$ cat config.mk
export PLATFORM = sky130hd
export DESIGN_NAME = rcs_remote_command_serializer
export DESIGN_NICKNAME = d
export VERILOG_FILES = /design/src/rcs_pkg.sv /design/src/rcs_remote_command_serializer.sv
export VERILOG_INCLUDE_DIRS = /design/src
export SDC_FILE = /design/constraint.sdc
export NUM_CORES = 1
export LEC_CHECK = 0
export ABC_AREA = 1
export BUFFER_PORTS_ARGS = -buffer_cell sky130_fd_sc_hd__buf_2
export CORE_MARGIN = 4
export CORE_UTILIZATION = 57
export CTS_CLUSTER_SIZE = 10
export DETAILED_ROUTE_END_ITERATION = 6
export GPL_TIMING_DRIVEN = 1
export PLACE_DENSITY_LB_ADDON = 0.08
export SYNTH_ARGS = -nofsm -noshare
export SYNTH_HDL_FRONTEND = slang
export SYNTH_SLANG_ARGS = --single-unit
$ cat constraint.sdc
create_clock -name clk -period 2.65 [get_ports clk]
set_clock_uncertainty 0.2 [all_clocks]
set_input_delay 0.1325 -clock clk [delete_from_list [all_inputs] [get_ports clk]]
set_output_delay 0.1325 -clock clk [all_outputs]
set_load 0.01 [all_outputs]
$ cat src/rcs_map.svh
/*
 * Offsets, field positions, reset values, codes and timing counts of the
 * remote command serializer.
 * Assumes a 100 MHz system clock and 32-bit AXI4-Lite register access.
 */
`ifndef RCS_MAP_SVH
`define RCS_MAP_SVH

// register byte offsets
`define RCS_CTRL_OFS 12'h000
`define RCS_STATUS_OFS 12'h004
`define RCS_CHAN_OFS 12'h008
`define RCS_FRAMES_OFS 12'h00C

// control fields and reset value
`define RCS_CTRL_EN_BIT 0
`define RCS_CTRL_TRIG_BIT 1
`define RCS_CTRL_RESET 1'b1

// channel bit positions, also the multiplexer address of each channel
`define RCS_CH_FUNC_LO 0
`define RCS_CH_FUNC_HI 1
`define RCS_CH_FILTER 2
`define RCS_CH_EXTREF 3
`define RCS_CH_AUTO 4
`define RCS_CH_RANGE_LO 5
`define RCS_CH_RANGE_HI 7

// function codes {upper, low}
`define RCS_FUNC_DC 2'h0
`define RCS_FUNC_AC 2'h1
`define RCS_FUNC_KOHM 2'h2
`define RCS_FUNC_LOHM 2'h3

// range codes {top, mid, low, auto}
`define RCS_RNG_AUTO 4'hE
`define RCS_RNG_10K 4'h1
`define RCS_RNG_1K 4'h3
`define RCS_RNG_100 4'h5
`define RCS_RNG_10 4'h7
`define RCS_RNG_1 4'h9
`define RCS_RNG_0P1 4'hB

// timing
`define RCS_CLK_HZ 100000000
`define RCS_CLK_NS 10
`define RCS_GATED_OSC_HZ 500000
`define RCS_STEP_CYC (`RCS_CLK_HZ / `RCS_GATED_OSC_HZ)
`define RCS_SLOT_NS 1000
`define RCS_SLOT_CYC (`RCS_SLOT_NS / `RCS_CLK_NS)
`define RCS_SAMPLE_HZ 2000
`define RCS_SAMPLE_CYC (`RCS_CLK_HZ / `RCS_SAMPLE_HZ)

`endif

$ cat src/rcs_pkg.sv
/*
 * Types of the remote command serializer.
 * Assumes nothing beyond a SystemVerilog compiler.
 */
package rcs_pkg;
    // sequence counter states, coded as the counter values themselves
    typedef enum logic [3:0] {
        SEQ_IDLE = 4'b0000,
        SEQ_S8 = 4'b1000,
        SEQ_S9 = 4'b1001,
        SEQ_S11 = 4'b1011,
        SEQ_S10 = 4'b1010,
        SEQ_S12 = 4'b1100,
        SEQ_S13 = 4'b1101,
        SEQ_S14 = 4'b1110,
        SEQ_S15 = 4'b1111
    } rcs_seq_t;
    // axi response codes
    typedef enum logic [1:0] {
        RESP_OKAY = 2'b00,
        RESP_SLVERR = 2'b10
    } rcs_resp_t;
endpackage

$ cat src/rcs_remote_command_serializer.sv
/*
 * Remote command serializer: command coding with interlock, sample pulse
 * generation, eight-slot serializer, shift-register receiver, output latch,
 * decoder and an AXI4-Lite register slave.
 * Assumes asynchronous command and trigger pins (synchronised here), one
 * 100 MHz clock and a synchronous active-low reset.
 */
// Summary of operation
// - twelve command lines coded into eight channels
// - active-low function selects give two-bit code
// - active-low range selects give four-bit code
// - disallowed range and function pairs are rejected
// - only one function ever takes effect
// - sample pulse presets counter to 1000
// - gated oscillator steps counter at 500 kHz
// - state zero stops counting until next pulse
// - counter state addresses one channel bit
// - receiver restores, buffers and decodes eight bits
// - continuous mode samples at 2 kHz
// - inhibit low plus trigger pulse gives one cycle
// - eight slots, one bit each, 1 us long
// - latch holds during loading, updates after
`include "rcs_map.svh"

module rcs_remote_command_serializer #(
    parameter int unsigned SAMPLE_CYC = `RCS_SAMPLE_CYC
) (
    input wire logic clk,
    input wire logic rst_b,
    // command pins, active low
    input wire logic dcVoltSelect_b,
    input wire logic acVoltSelect_b,
    input wire logic kiloResistSelect_b,
    input wire logic lowOhmsSelect_b,
    input wire logic range10kSelect_b,
    input wire logic range1kSelect_b,
    input wire logic range100Select_b,
    input wire logic range10Select_b,
    input wire logic range1Select_b,
    input wire logic range0p1Select_b,
    input wire logic filterSelect_b,
    input wire logic extRefSelect_b,
    input wire logic commandTriggerIn,
    input wire logic freeRunInhibit,
    // serial stream, observable
    output logic serialData,
    output logic serialSlot,
    // decoded instrument controls
    output logic dcVoltOut,
    output logic acVoltOut,
    output logic kiloResistOut,
    output logic lowOhmsOut,
    output logic filterOut,
    output logic extRefOut,
    output logic autoRangeOut,
    output logic [2:0] rangeCodeOut,
    // axi4-lite slave
    input wire logic [11:0] s_axi_awaddr,
    input wire logic s_axi_awvalid,
    output logic s_axi_awready,
    input wire logic [31:0] s_axi_wdata,
    input wire logic [3:0] s_axi_wstrb,
    input wire logic s_axi_wvalid,
    output logic s_axi_wready,
    output rcs_pkg::rcs_resp_t s_axi_bresp,
    output logic s_axi_bvalid,
    input wire logic s_axi_bready,
    input wire logic [11:0] s_axi_araddr,
    input wire logic s_axi_arvalid,
    output logic s_axi_arready,
    output logic [31:0] s_axi_rdata,
    output rcs_pkg::rcs_resp_t s_axi_rresp,
    output logic s_axi_rvalid,
    input wire logic s_axi_rready
);
    import rcs_pkg::*;

    localparam int unsigned STEP_CYC = `RCS_STEP_CYC;
    localparam int unsigned SLOT_CYC = `RCS_SLOT_CYC;

    // interlocked coder: function first, then range checked against it
    function automatic logic [7:0] codeChannels(input logic [11:0] c);
        logic [1:0] fn;
        logic [3:0] rg;
        fn = `RCS_FUNC_DC;
        rg = `RCS_RNG_AUTO;
        // priority makes incompatible functions impossible together
        if (!c[3]) fn = `RCS_FUNC_LOHM;
        else if (!c[2]) fn = `RCS_FUNC_KOHM;
        else if (!c[1]) fn = `RCS_FUNC_AC;
        // a range not allowed with the function is passed over for the next selected range, else autorange
        if (!c[4] && fn[1]) rg = `RCS_RNG_10K;
        else if (!c[5]) rg = `RCS_RNG_1K;
        else if (!c[6]) rg = `RCS_RNG_100;
        else if (!c[7] && fn != `RCS_FUNC_KOHM) rg = `RCS_RNG_10;
        else if (!c[8] && !fn[1]) rg = `RCS_RNG_1;
        else if (!c[9] && fn == `RCS_FUNC_DC) rg = `RCS_RNG_0P1;
        return {rg, !c[11], !c[10], fn};
    endfunction

    // 3-stage synchronisers; first stage feeds only the second
    logic [13:0] pinsRaw;
    logic [13:0] syncA_q, syncB_q, syncC_q, pinFilt_q;
    logic [13:0] syncA_d, syncB_d, syncC_d, pinFilt_d;
    logic trigPrev_q, trigPrev_d;
    assign pinsRaw = {freeRunInhibit, commandTriggerIn, extRefSelect_b, filterSelect_b,
        range0p1Select_b, range1Select_b, range10Select_b, range100Select_b,
        range1kSelect_b, range10kSelect_b, lowOhmsSelect_b, kiloResistSelect_b,
        acVoltSelect_b, dcVoltSelect_b};

    always_comb begin
        syncA_d = pinsRaw;
        syncB_d = syncA_q;
        syncC_d = syncB_q;
        pinFilt_d = pinFilt_q;
        trigPrev_d = pinFilt_q[12];
        // a change counts once the second and third stages agree
        for (int i = 0; i < 14; i++) begin
            if (syncB_q[i] == syncC_q[i]) pinFilt_d[i] = syncC_q[i];
        end
    end

    always_ff @(posedge clk) begin
        if (!rst_b) begin
            syncA_q <= 14'h3FFF;
            syncB_q <= 14'h3FFF;
            syncC_q <= 14'h3FFF;
            pinFilt_q <= 14'h3FFF;
            trigPrev_q <= 1'b1;
        end else begin
            syncA_q <= syncA_d;
            syncB_q <= syncB_d;
            syncC_q <= syncC_d;
            pinFilt_q <= pinFilt_d;
            trigPrev_q <= trigPrev_d;
        end
    end

    logic trigF, inhF, contMode, extTrigEdge;
    logic [7:0] chanNow;
    assign trigF = pinFilt_q[12];
    assign inhF = pinFilt_q[13];
    assign contMode = trigF && inhF;
    assign extTrigEdge = !inhF && trigF && !trigPrev_q;
    assign chanNow = codeChannels(pinFilt_q[11:0]);

    // sample oscillator: free runs in continuous mode only
    logic [15:0] sampleCnt_q, sampleCnt_d;
    logic ctrlEn_q, swTrig_q;
    logic samplePulse;
    always_comb begin
        sampleCnt_d = 16'h0000;
        samplePulse = 1'b0;
        if (contMode && ctrlEn_q) begin
            if (sampleCnt_q == 16'(SAMPLE_CYC - 1)) begin
                samplePulse = 1'b1;
            end else begin
                sampleCnt_d = sampleCnt_q + 16'h0001;
            end
        end
        if (ctrlEn_q && extTrigEdge) samplePulse = 1'b1;
        if (swTrig_q) samplePulse = 1'b1;
    end

    always_ff @(posedge clk) begin
        if (!rst_b) sampleCnt_q <= 16'h0000;
        else sampleCnt_q <= sampleCnt_d;
    end

    // sequence counter, gated oscillator, serializer and receiver
    rcs_seq_t seq_q, seq_d;
    logic [7:0] stepCnt_q, stepCnt_d;
    logic [7:0] frame_q, frame_d; // channels frozen for one frame
    logic [7:0] shiftReg_q, shiftReg_d;
    logic [7:0] latch_q, latch_d;
    logic [31:0] frames_q, frames_d;
    logic serData_d, serSlot_d;
    logic [9:0] decOut_q, decOut_d;
    logic busy;
    assign busy = (seq_q != SEQ_IDLE);

    always_comb begin
        seq_d = seq_q;
        stepCnt_d = stepCnt_q;
        frame_d = frame_q;
        shiftReg_d = shiftReg_q;
        latch_d = latch_q;
        frames_d = frames_q;
        decOut_d = decOut_q;
        serData_d = 1'b0;
        serSlot_d = 1'b0;
        if (!busy) begin
            // a pulse that lands while busy is simply dropped
            if (samplePulse) begin
                seq_d = SEQ_S8;
                stepCnt_d = 8'h00;
                frame_d = chanNow;
            end
        end else begin
            // one gated-oscillator period per counter state
            if (stepCnt_q == 8'(STEP_CYC - 1)) begin
                stepCnt_d = 8'h00;
                unique case (seq_q)
                    SEQ_S8: seq_d = SEQ_S9;
                    SEQ_S9: seq_d = SEQ_S11;
                    SEQ_S11: seq_d = SEQ_S10;
                    SEQ_S10: seq_d = SEQ_S12;
                    SEQ_S12: seq_d = SEQ_S13;
                    SEQ_S13: seq_d = SEQ_S14;
                    SEQ_S14: seq_d = SEQ_S15;
                    SEQ_S15: seq_d = SEQ_IDLE;
                    default: seq_d = SEQ_IDLE;
                endcase
            end else begin
                stepCnt_d = stepCnt_q + 8'h01;
            end
            // low three counter bits address the multiplexer
            serData_d = frame_q[seq_q[2:0]];
            serSlot_d = (stepCnt_q < 8'(SLOT_CYC));
            // receiver shifts each bit in at the start of its slot
            if (stepCnt_q == 8'h00) shiftReg_d = {frame_q[seq_q[2:0]], shiftReg_q[7:1]};
            // latch follows once loading ends; slots 2 and 3 come in swapped
            if (seq_d == SEQ_IDLE) begin
                latch_d = {shiftReg_q[7:4], shiftReg_q[2], shiftReg_q[3], shiftReg_q[1:0]};
                frames_d = frames_q + 32'h0000_0001;
            end
        end
        // decoder: back to one line per function, plus range and options
        decOut_d[0] = (latch_d[1:0] == `RCS_FUNC_DC);
        decOut_d[1] = (latch_d[1:0] == `RCS_FUNC_AC);
        decOut_d[2] = (latch_d[1:0] == `RCS_FUNC_KOHM);
        decOut_d[3] = (latch_d[1:0] == `RCS_FUNC_LOHM);
        decOut_d[4] = latch_d[`RCS_CH_FILTER];
        // external reference locked out in both resistance functions
        decOut_d[5] = latch_d[`RCS_CH_EXTREF] && !latch_d[`RCS_CH_FUNC_HI];
        decOut_d[6] = !latch_d[`RCS_CH_AUTO];
        decOut_d[9:7] = latch_d[`RCS_CH_RANGE_HI:`RCS_CH_RANGE_LO];
    end

    always_ff @(posedge clk) begin
        if (!rst_b) begin
            seq_q <= SEQ_IDLE;
            stepCnt_q <= 8'h00;
            frame_q <= 8'h00;
            shiftReg_q <= 8'h00;
            latch_q <= 8'h00;
            frames_q <= 32'h0000_0000;
            serialData <= 1'b0;
            serialSlot <= 1'b0;
            decOut_q <= 10'h041;
        end else begin
            seq_q <= seq_d;
            stepCnt_q <= stepCnt_d;
            frame_q <= frame_d;
            shiftReg_q <= shiftReg_d;
            latch_q <= latch_d;
            frames_q <= frames_d;
            serialData <= serData_d;
            serialSlot <= serSlot_d;
            decOut_q <= decOut_d;
        end
    end

    assign {rangeCodeOut, autoRangeOut, extRefOut, filterOut, lowOhmsOut, kiloResistOut,
        acVoltOut, dcVoltOut} = decOut_q;

    // axi4-lite slave: address and data taken in either order
    logic awHeld_q, awHeld_d, wHeld_q, wHeld_d;
    logic [11:0] awAddr_q, awAddr_d;
    logic [31:0] wData_q, wData_d;
    logic [3:0] wStrb_q, wStrb_d;
    logic bValid_d, arReady_d, rValid_d, awReady_d, wReady_d;
    rcs_resp_t bResp_d, rResp_d;
    logic [31:0] rData_d;
    logic ctrlEn_d, swTrig_d;

    always_comb begin
        awHeld_d = awHeld_q;
        wHeld_d = wHeld_q;
        awAddr_d = awAddr_q;
        wData_d = wData_q;
        wStrb_d = wStrb_q;
        bValid_d = s_axi_bvalid;
        bResp_d = s_axi_bresp;
        rValid_d = s_axi_rvalid;
        rResp_d = s_axi_rresp;
        rData_d = s_axi_rdata;
        ctrlEn_d = ctrlEn_q;
        swTrig_d = 1'b0;
        if (s_axi_awvalid && s_axi_awready) begin
            awHeld_d = 1'b1;
            awAddr_d = s_axi_awaddr;
        end
        if (s_axi_wvalid && s_axi_wready) begin
            wHeld_d = 1'b1;
            wData_d = s_axi_wdata;
            wStrb_d = s_axi_wstrb;
        end
        if (s_axi_bvalid && s_axi_bready) bValid_d = 1'b0;
        // perform the write once both halves are held
        if (awHeld_q && wHeld_q && !s_axi_bvalid) begin
            awHeld_d = 1'b0;
            wHeld_d = 1'b0;
            bValid_d = 1'b1;
            bResp_d = RESP_SLVERR;
            if (awAddr_q[11:2] == 10'(`RCS_CTRL_OFS >> 2)) begin
                bResp_d = RESP_OKAY;
                if (wStrb_q[0]) begin
                    ctrlEn_d = wData_q[`RCS_CTRL_EN_BIT];
                    swTrig_d = wData_q[`RCS_CTRL_TRIG_BIT];
                end
            end else if (awAddr_q[11:2] == 10'(`RCS_STATUS_OFS >> 2) ||
                awAddr_q[11:2] == 10'(`RCS_CHAN_OFS >> 2) ||
                awAddr_q[11:2] == 10'(`RCS_FRAMES_OFS >> 2)) begin
                bResp_d = RESP_OKAY; // read-only, write ignored
            end
        end
        awReady_d = !awHeld_d;
        wReady_d = !wHeld_d;
        if (s_axi_rvalid && s_axi_rready) rValid_d = 1'b0;
        if (s_axi_arvalid && s_axi_arready) begin
            rValid_d = 1'b1;
            rResp_d = RESP_OKAY;
            rData_d = 32'h0000_0000;
            unique case (s_axi_araddr[11:2])
                10'(`RCS_CTRL_OFS >> 2): rData_d[0] = ctrlEn_q;
                10'(`RCS_STATUS_OFS >> 2): rData_d[6:0] = {contMode, !inhF, busy, seq_q};
                10'(`RCS_CHAN_OFS >> 2): rData_d[15:0] = {chanNow, latch_q};
                10'(`RCS_FRAMES_OFS >> 2): rData_d = frames_q;
                default: rResp_d = RESP_SLVERR;
            endcase
        end
        arReady_d = !rValid_d;
    end

    always_ff @(posedge clk) begin
        if (!rst_b) begin
            awHeld_q <= 1'b0;
            wHeld_q <= 1'b0;
            awAddr_q <= 12'h000;
            wData_q <= 32'h0000_0000;
            wStrb_q <= 4'h0;
            s_axi_awready <= 1'b1;
            s_axi_wready <= 1'b1;
            s_axi_bvalid <= 1'b0;
            s_axi_bresp <= RESP_OKAY;
            s_axi_arready <= 1'b1;
            s_axi_rvalid <= 1'b0;
            s_axi_rresp <= RESP_OKAY;
            s_axi_rdata <= 32'h0000_0000;
            ctrlEn_q <= `RCS_CTRL_RESET;
            swTrig_q <= 1'b0;
        end else begin
            awHeld_q <= awHeld_d;
            wHeld_q <= wHeld_d;
            awAddr_q <= awAddr_d;
            wData_q <= wData_d;
            wStrb_q <= wStrb_d;
            s_axi_awready <= awReady_d;
            s_axi_wready <= wReady_d;
            s_axi_bvalid <= bValid_d;
            s_axi_bresp <= bResp_d;
            s_axi_arready <= arReady_d;
            s_axi_rvalid <= rValid_d;
            s_axi_rresp <= rResp_d;
            s_axi_rdata <= rData_d;
            ctrlEn_q <= ctrlEn_d;
            swTrig_q <= swTrig_d;
        end
    end

endmodule // rcs_remote_command_serializer

After elaboration in Yosys (flattened, before gate mapping)
Memories as Yosys holds them, arrays and structs flattened. A register that Yosys moved wholly into a read port is not among the register bits.
Cells that the tools add are included.
Storage, ports and cells
  bits in registers: 212
  latch bits: 0
  memory bits (writable): 0
  ROM bits: 64
  input port bits: 81
  output and inout port bits: 53
  word-level logic and storage cells: 168
  memories: 1
Memories
  (no name shown): depth 16, width 4, rd ports 1, clocked after Yosys merged registers in 1, write ports 0, RTL line rcs_remote_command_serializer.sv:203  | unique case (seq_q)
Operators by class
  add/sub/neg operators: 3
  multipliers: 0
  divide/modulo/power cells: 0
  $lt $le $gt $ge: 2
  eq/ne operators: 25
  shifts and indexed selects: 0
  muxes and demuxes: 41
  bitwise operators: 3
  reductions and logical operators: 51
Operator list (number)
  $eq A10 B2 Y1 const B: 4
  $mux W4: 10
  $mux W8: 5
  $add A32 B1 Y32 const B: 1
  $eq A10 B1 Y1 const B: 2
  $logic_not A10 Y1: 2
  $pmux W6 S3: 1
  $pmux W9 S2: 1
  $logic_and A1 B1 Y1: 17
  $add A16 B1 Y16 const B: 1
  $eq A16 B16 Y1 const B: 1
  $mux W16: 1
  $logic_not A1 Y1: 15
  $mux W1: 14
  $eq A1 B1 Y1: 13
  $mux W2: 5
  $add A8 B1 Y8 const B: 1
  $eq A8 B8 Y1 const B: 1
  $logic_not A8 Y1: 1
  $lt A8 B7 Y1 const B: 1
  $reduce_and A2 Y1: 4
  $mux W3: 2
  $eq A2 B2 Y1 const B: 2
  $logic_not A2 Y1: 2
  other kinds (14): 18

Logic depth before layout (Yosys ltp)
  depth in word-level cells: 12
  mapped depth: 13
  mapped depth without buffers: 12

Worst setup path after synthesis
No wires, ideal clock.
  path type: register to register
  from: register stepCnt_q[0]
  to: register (tool-made name)
  library setup time: 0.117 ns
  data arrival time: 1.682 ns
  data required time: 2.333 ns
  setup slack: 0.651 ns
  stages on the path, launching flop included: 12
  path buffers: 0
  clock period less this slack: 1.999 ns
  cells stage by stage: dfxtp_1 > ha_1 > nand2_1 > nor2_8 > nand2_4 > nand2_1 > nand2_2 > nand2_1 > inv_1 > ha_1 > o21ai_0 > nor2_1
RTL lines
  from (decl): RTL line rcs_remote_command_serializer.sv:172  | logic [7:0] stepCnt_q, stepCnt_d;
  from (signal assigned): RTL line rcs_remote_command_serializer.sv:253  | stepCnt_q <= stepCnt_d;

==> impl_metrics.tcl <==
set metrics [dict create \
    fmax_mhz 390.1 \
    rsz0062_at_grt "no" \
    fillers 1285 \
    crit_required_ns 2.91 \
    synthFlopType "dfxtp_1" \
    viasPerCell 5.249 \
    gp_congestion 0.9021 \
    ys_async_sr_fraction 0 \
    p_per_area_nw_per_um2 602.1 \
    fin_crit_ns 2.563 \
    wl_mm 20.88 \
    final_nets 1432 \
    root_buffer "clkbuf_16" \
    hold_viol_final 0 \
    cp-start-kind "input port" \
    syn_inst 1207 \
    ioPinCount 134 \
    grt_max_degree 66 \
    crit_buf_inv 5 \
    h-tree-depth 1 \
    path_cells "dlygate4sd3_1, buf_2, buf_4, o21ai_0, dlygate4sd3_1, nor2_1, dlygate4sd3_1" \
    fin_area_um2 10540 \
    vdd_drop_max_uv 529.2 \
    drtIter0Drc 395 \
    relSlewSlack 0.6257 \
    vias 8068 \
    worst_setup_path_end_kind "register" \
    rows 45 \
    area_delta_synth_final_pct 19.97 \
    initial_core_util 0.5799 \
    drc 0 \
    crit_path_frequent_cell "dlygate4sd3_1" \
    cts_tree "done" \
    clockBufferDepth 3 \
    finalSetupViolCount 0 \
    setup-tns-final_ns 0 \
    coreArea_um2 15150 \
    synth_edf_count 0 \
    path_class "in -> reg" \
    ys_seq_area_frac 0.4672 \
    grt_pass1_vias 7482 \
    wl_per_cell_um 13.59 \
    finish.utilization 0.6957 \
    finalCritPeriodShare 0.9673 \
    cts_buffers 24 \
    clk_pin_slew_ns 0.06 \
    cts.sinks 205 \
    yosysUniqueCellTypes 43 \
    mappedNetlistArea_um2 8783 \
    cp_max_fo 24 \
    slew_viol_final 0 \
    ys_ff_latch 205 \
    grt_pass1_wl_mm 35.37 \
    power.leakage_uw 0.004430 \
    grt_use_total 0.2364 \
    maxCapViolCount 0 \
    yosysWarnings 0 \
    power_uw 6345 \
    portBuffers 93 \
    drive_gt1_frac 0.1468 \
    cpPeakStageDelay_ns 0.59 \
    post_cts_buffers 0 \
    placed_cell_area_um2 9374 \
    crit_family "buffers and inverters" \
    clk_latency_ns 0.52 \
    antenna_found_initial 0 \
    postSynthAreaPerCell_um2 7.277 \
    die_width_um 132.1 \
    die_y_um 132.1 \
    final_antenna_net_count 0 \
    dieArea_um2 17460 \
    worstMarginPinSlew_ns 0.5599 \
    holdWs_ns 0.01868 \
    outcome "completed" \
    crit_path_top_delay_cell "dlygate4sd3_1" \
    worstPathArrival_ns 2.82 \
    dp_hpwl_mm 14.15 \
    first_pass_iters 7 \
    diodes 0 \
    hold_class "in -> reg" \
    grt_overflow_total 0 \
]
## worst min-delay path, delay by kind of cell
kind / cells / cell delay (ns)
buffers and inverters: 1 / 0.08
AND/OR/NAND/NOR: 6 / 0.43
AO/OA/AOI/OAI: 1 / 0.05
## power breakdown
| part | switching (uW) | total (uW) | internal (uW) |
|---|---|---|---|
| logic | 176 | 332 | 156 |
| clock network | 1180 | 2830 | 1650 |
| registers | 31.0 | 3180 | 3150 |
## kinds of logic (layout without fill, tap and decap cells)
| group | Yosys count | after routing | synth area share |
|---|---|---|---|
| fa+ha+maj | 5 | 5 | 0.007123 |
| flops | 205 | 205 | 0.4672 |
| other cells | 1 | 2 | 0.0004269 |
| xor+xnor | 17 | 17 | 0.01695 |
| compound gates | 181 | 181 | 0.1101 |
| simple gates | 643 | 643 | 0.3261 |
| buf+inv | 155 | 296 | 0.07208 |
## cells in the final DEF, fill, tap and decap left out, types with 15 or more instances in the layout
cell             n
or2_2           41
dfxtp_1        205
nor2_1         194
o21ai_0         71
buf_2           93
nand4_1         22
clkbuf_16       24
a21oi_1         83
xor2_1          15
inv_1          102
nand2_1        241
nand3_1         98
dlygate4sd3_1   50
## timing repair
action / CTS / global route
setup endpoints to repair: 0 / 1
hold buffers: 50 / 0
hold endpoints to repair: 68 / 0
gates resized for setup: 0 / 1
## worst paths after layout
check	from	to	slack [ns]	cells past startpoint
setup / recovery	rst_b	wStrb_q[0]$_SDFFE_PN0P_	0.09	7
hold reg to reg	syncA_q[11]$_SDFF_PN1_	syncB_q[11]$_SDFF_PN1_	0.21	1
setup reg to reg	stepCnt_q[0]$_SDFFE_PN0N_	decOut_q[0]$_SDFF_PN1_	0.26	12
hold / removal	s_axi_araddr[4]	s_axi_rdata[6]$_SDFFE_PN0P_	0.02	8
## layout make-up
cell class	instances	area, um^2	area share
timing repair buffer	157	1071	0.1016
tap	188	235.2	0.02232
clock buffer	28	625.6	0.05937
clock inverter	1	30.03	0.002850
inverter	110	414.1	0.03930
sequential	205	4104	0.3895
multi-input combinational	848	4058	0.3851
## synthesized netlist by cell type (7+ instances only)
cell / instances / area, um^2
o211ai_1: 7 / 52.55
clkbuf_1: 25 / 93.84
buf_2: 7 / 35.03
nand4_1: 22 / 137.6
xor2_1: 15 / 131.4
a21oi_1: 83 / 415.4
dfxtp_1: 205 / 4104
nand2_2: 8 / 50.05
nor3_1: 14 / 70.07
nand2_1: 241 / 904.6
nand3_1: 98 / 490.5
nand3b_1: 7 / 52.55
o21ai_0: 71 / 355.3
or2_2: 41 / 256.5
nor2_1: 194 / 728.2
o21bai_1: 7 / 52.55
inv_1: 102 / 382.9
buf_4: 9 / 67.56
## metal layers
layer  vias up  global-route usage  routed length, um
li1       4175                   -                  -
met1      3653              0.3095               9379
met2       205              0.4031               9885
met3        35             0.04695               1187
met4         0             0.05834                431
met5         -                   0                  0
## per-stage QoR
stage | instances | setup WS (ns)
after floorplan | 1208 | 0.6507
after global placement | 1458 | 0.3852
after detailed placement | 1458 | 0.3280
after CTS | 1537 | 0.2540
after global routing | 1537 | 0.01334
final | 1537 | 0.08655
## sequential cells by signal (all words and copies together) (netlist names), 2 cells and up, named ones only
| signal | count |
|---|---|
| pinFilt_q | 13 |
| awAddr_q | 10 |
| sampleCnt_q | 16 |
| syncC_q | 13 |
| s_axi_rdata | 32 |
| frames_q | 32 |
| syncA_q | 13 |
| shiftReg_q | 8 |
| latch_q | 8 |
| syncB_q | 13 |
| seq_q | 4 |
| frame_q | 8 |
| stepCnt_q | 8 |
| decOut_q | 6 |
| wData_q | 2 |
No activity file was read; power rests on OpenSTA's default activity.
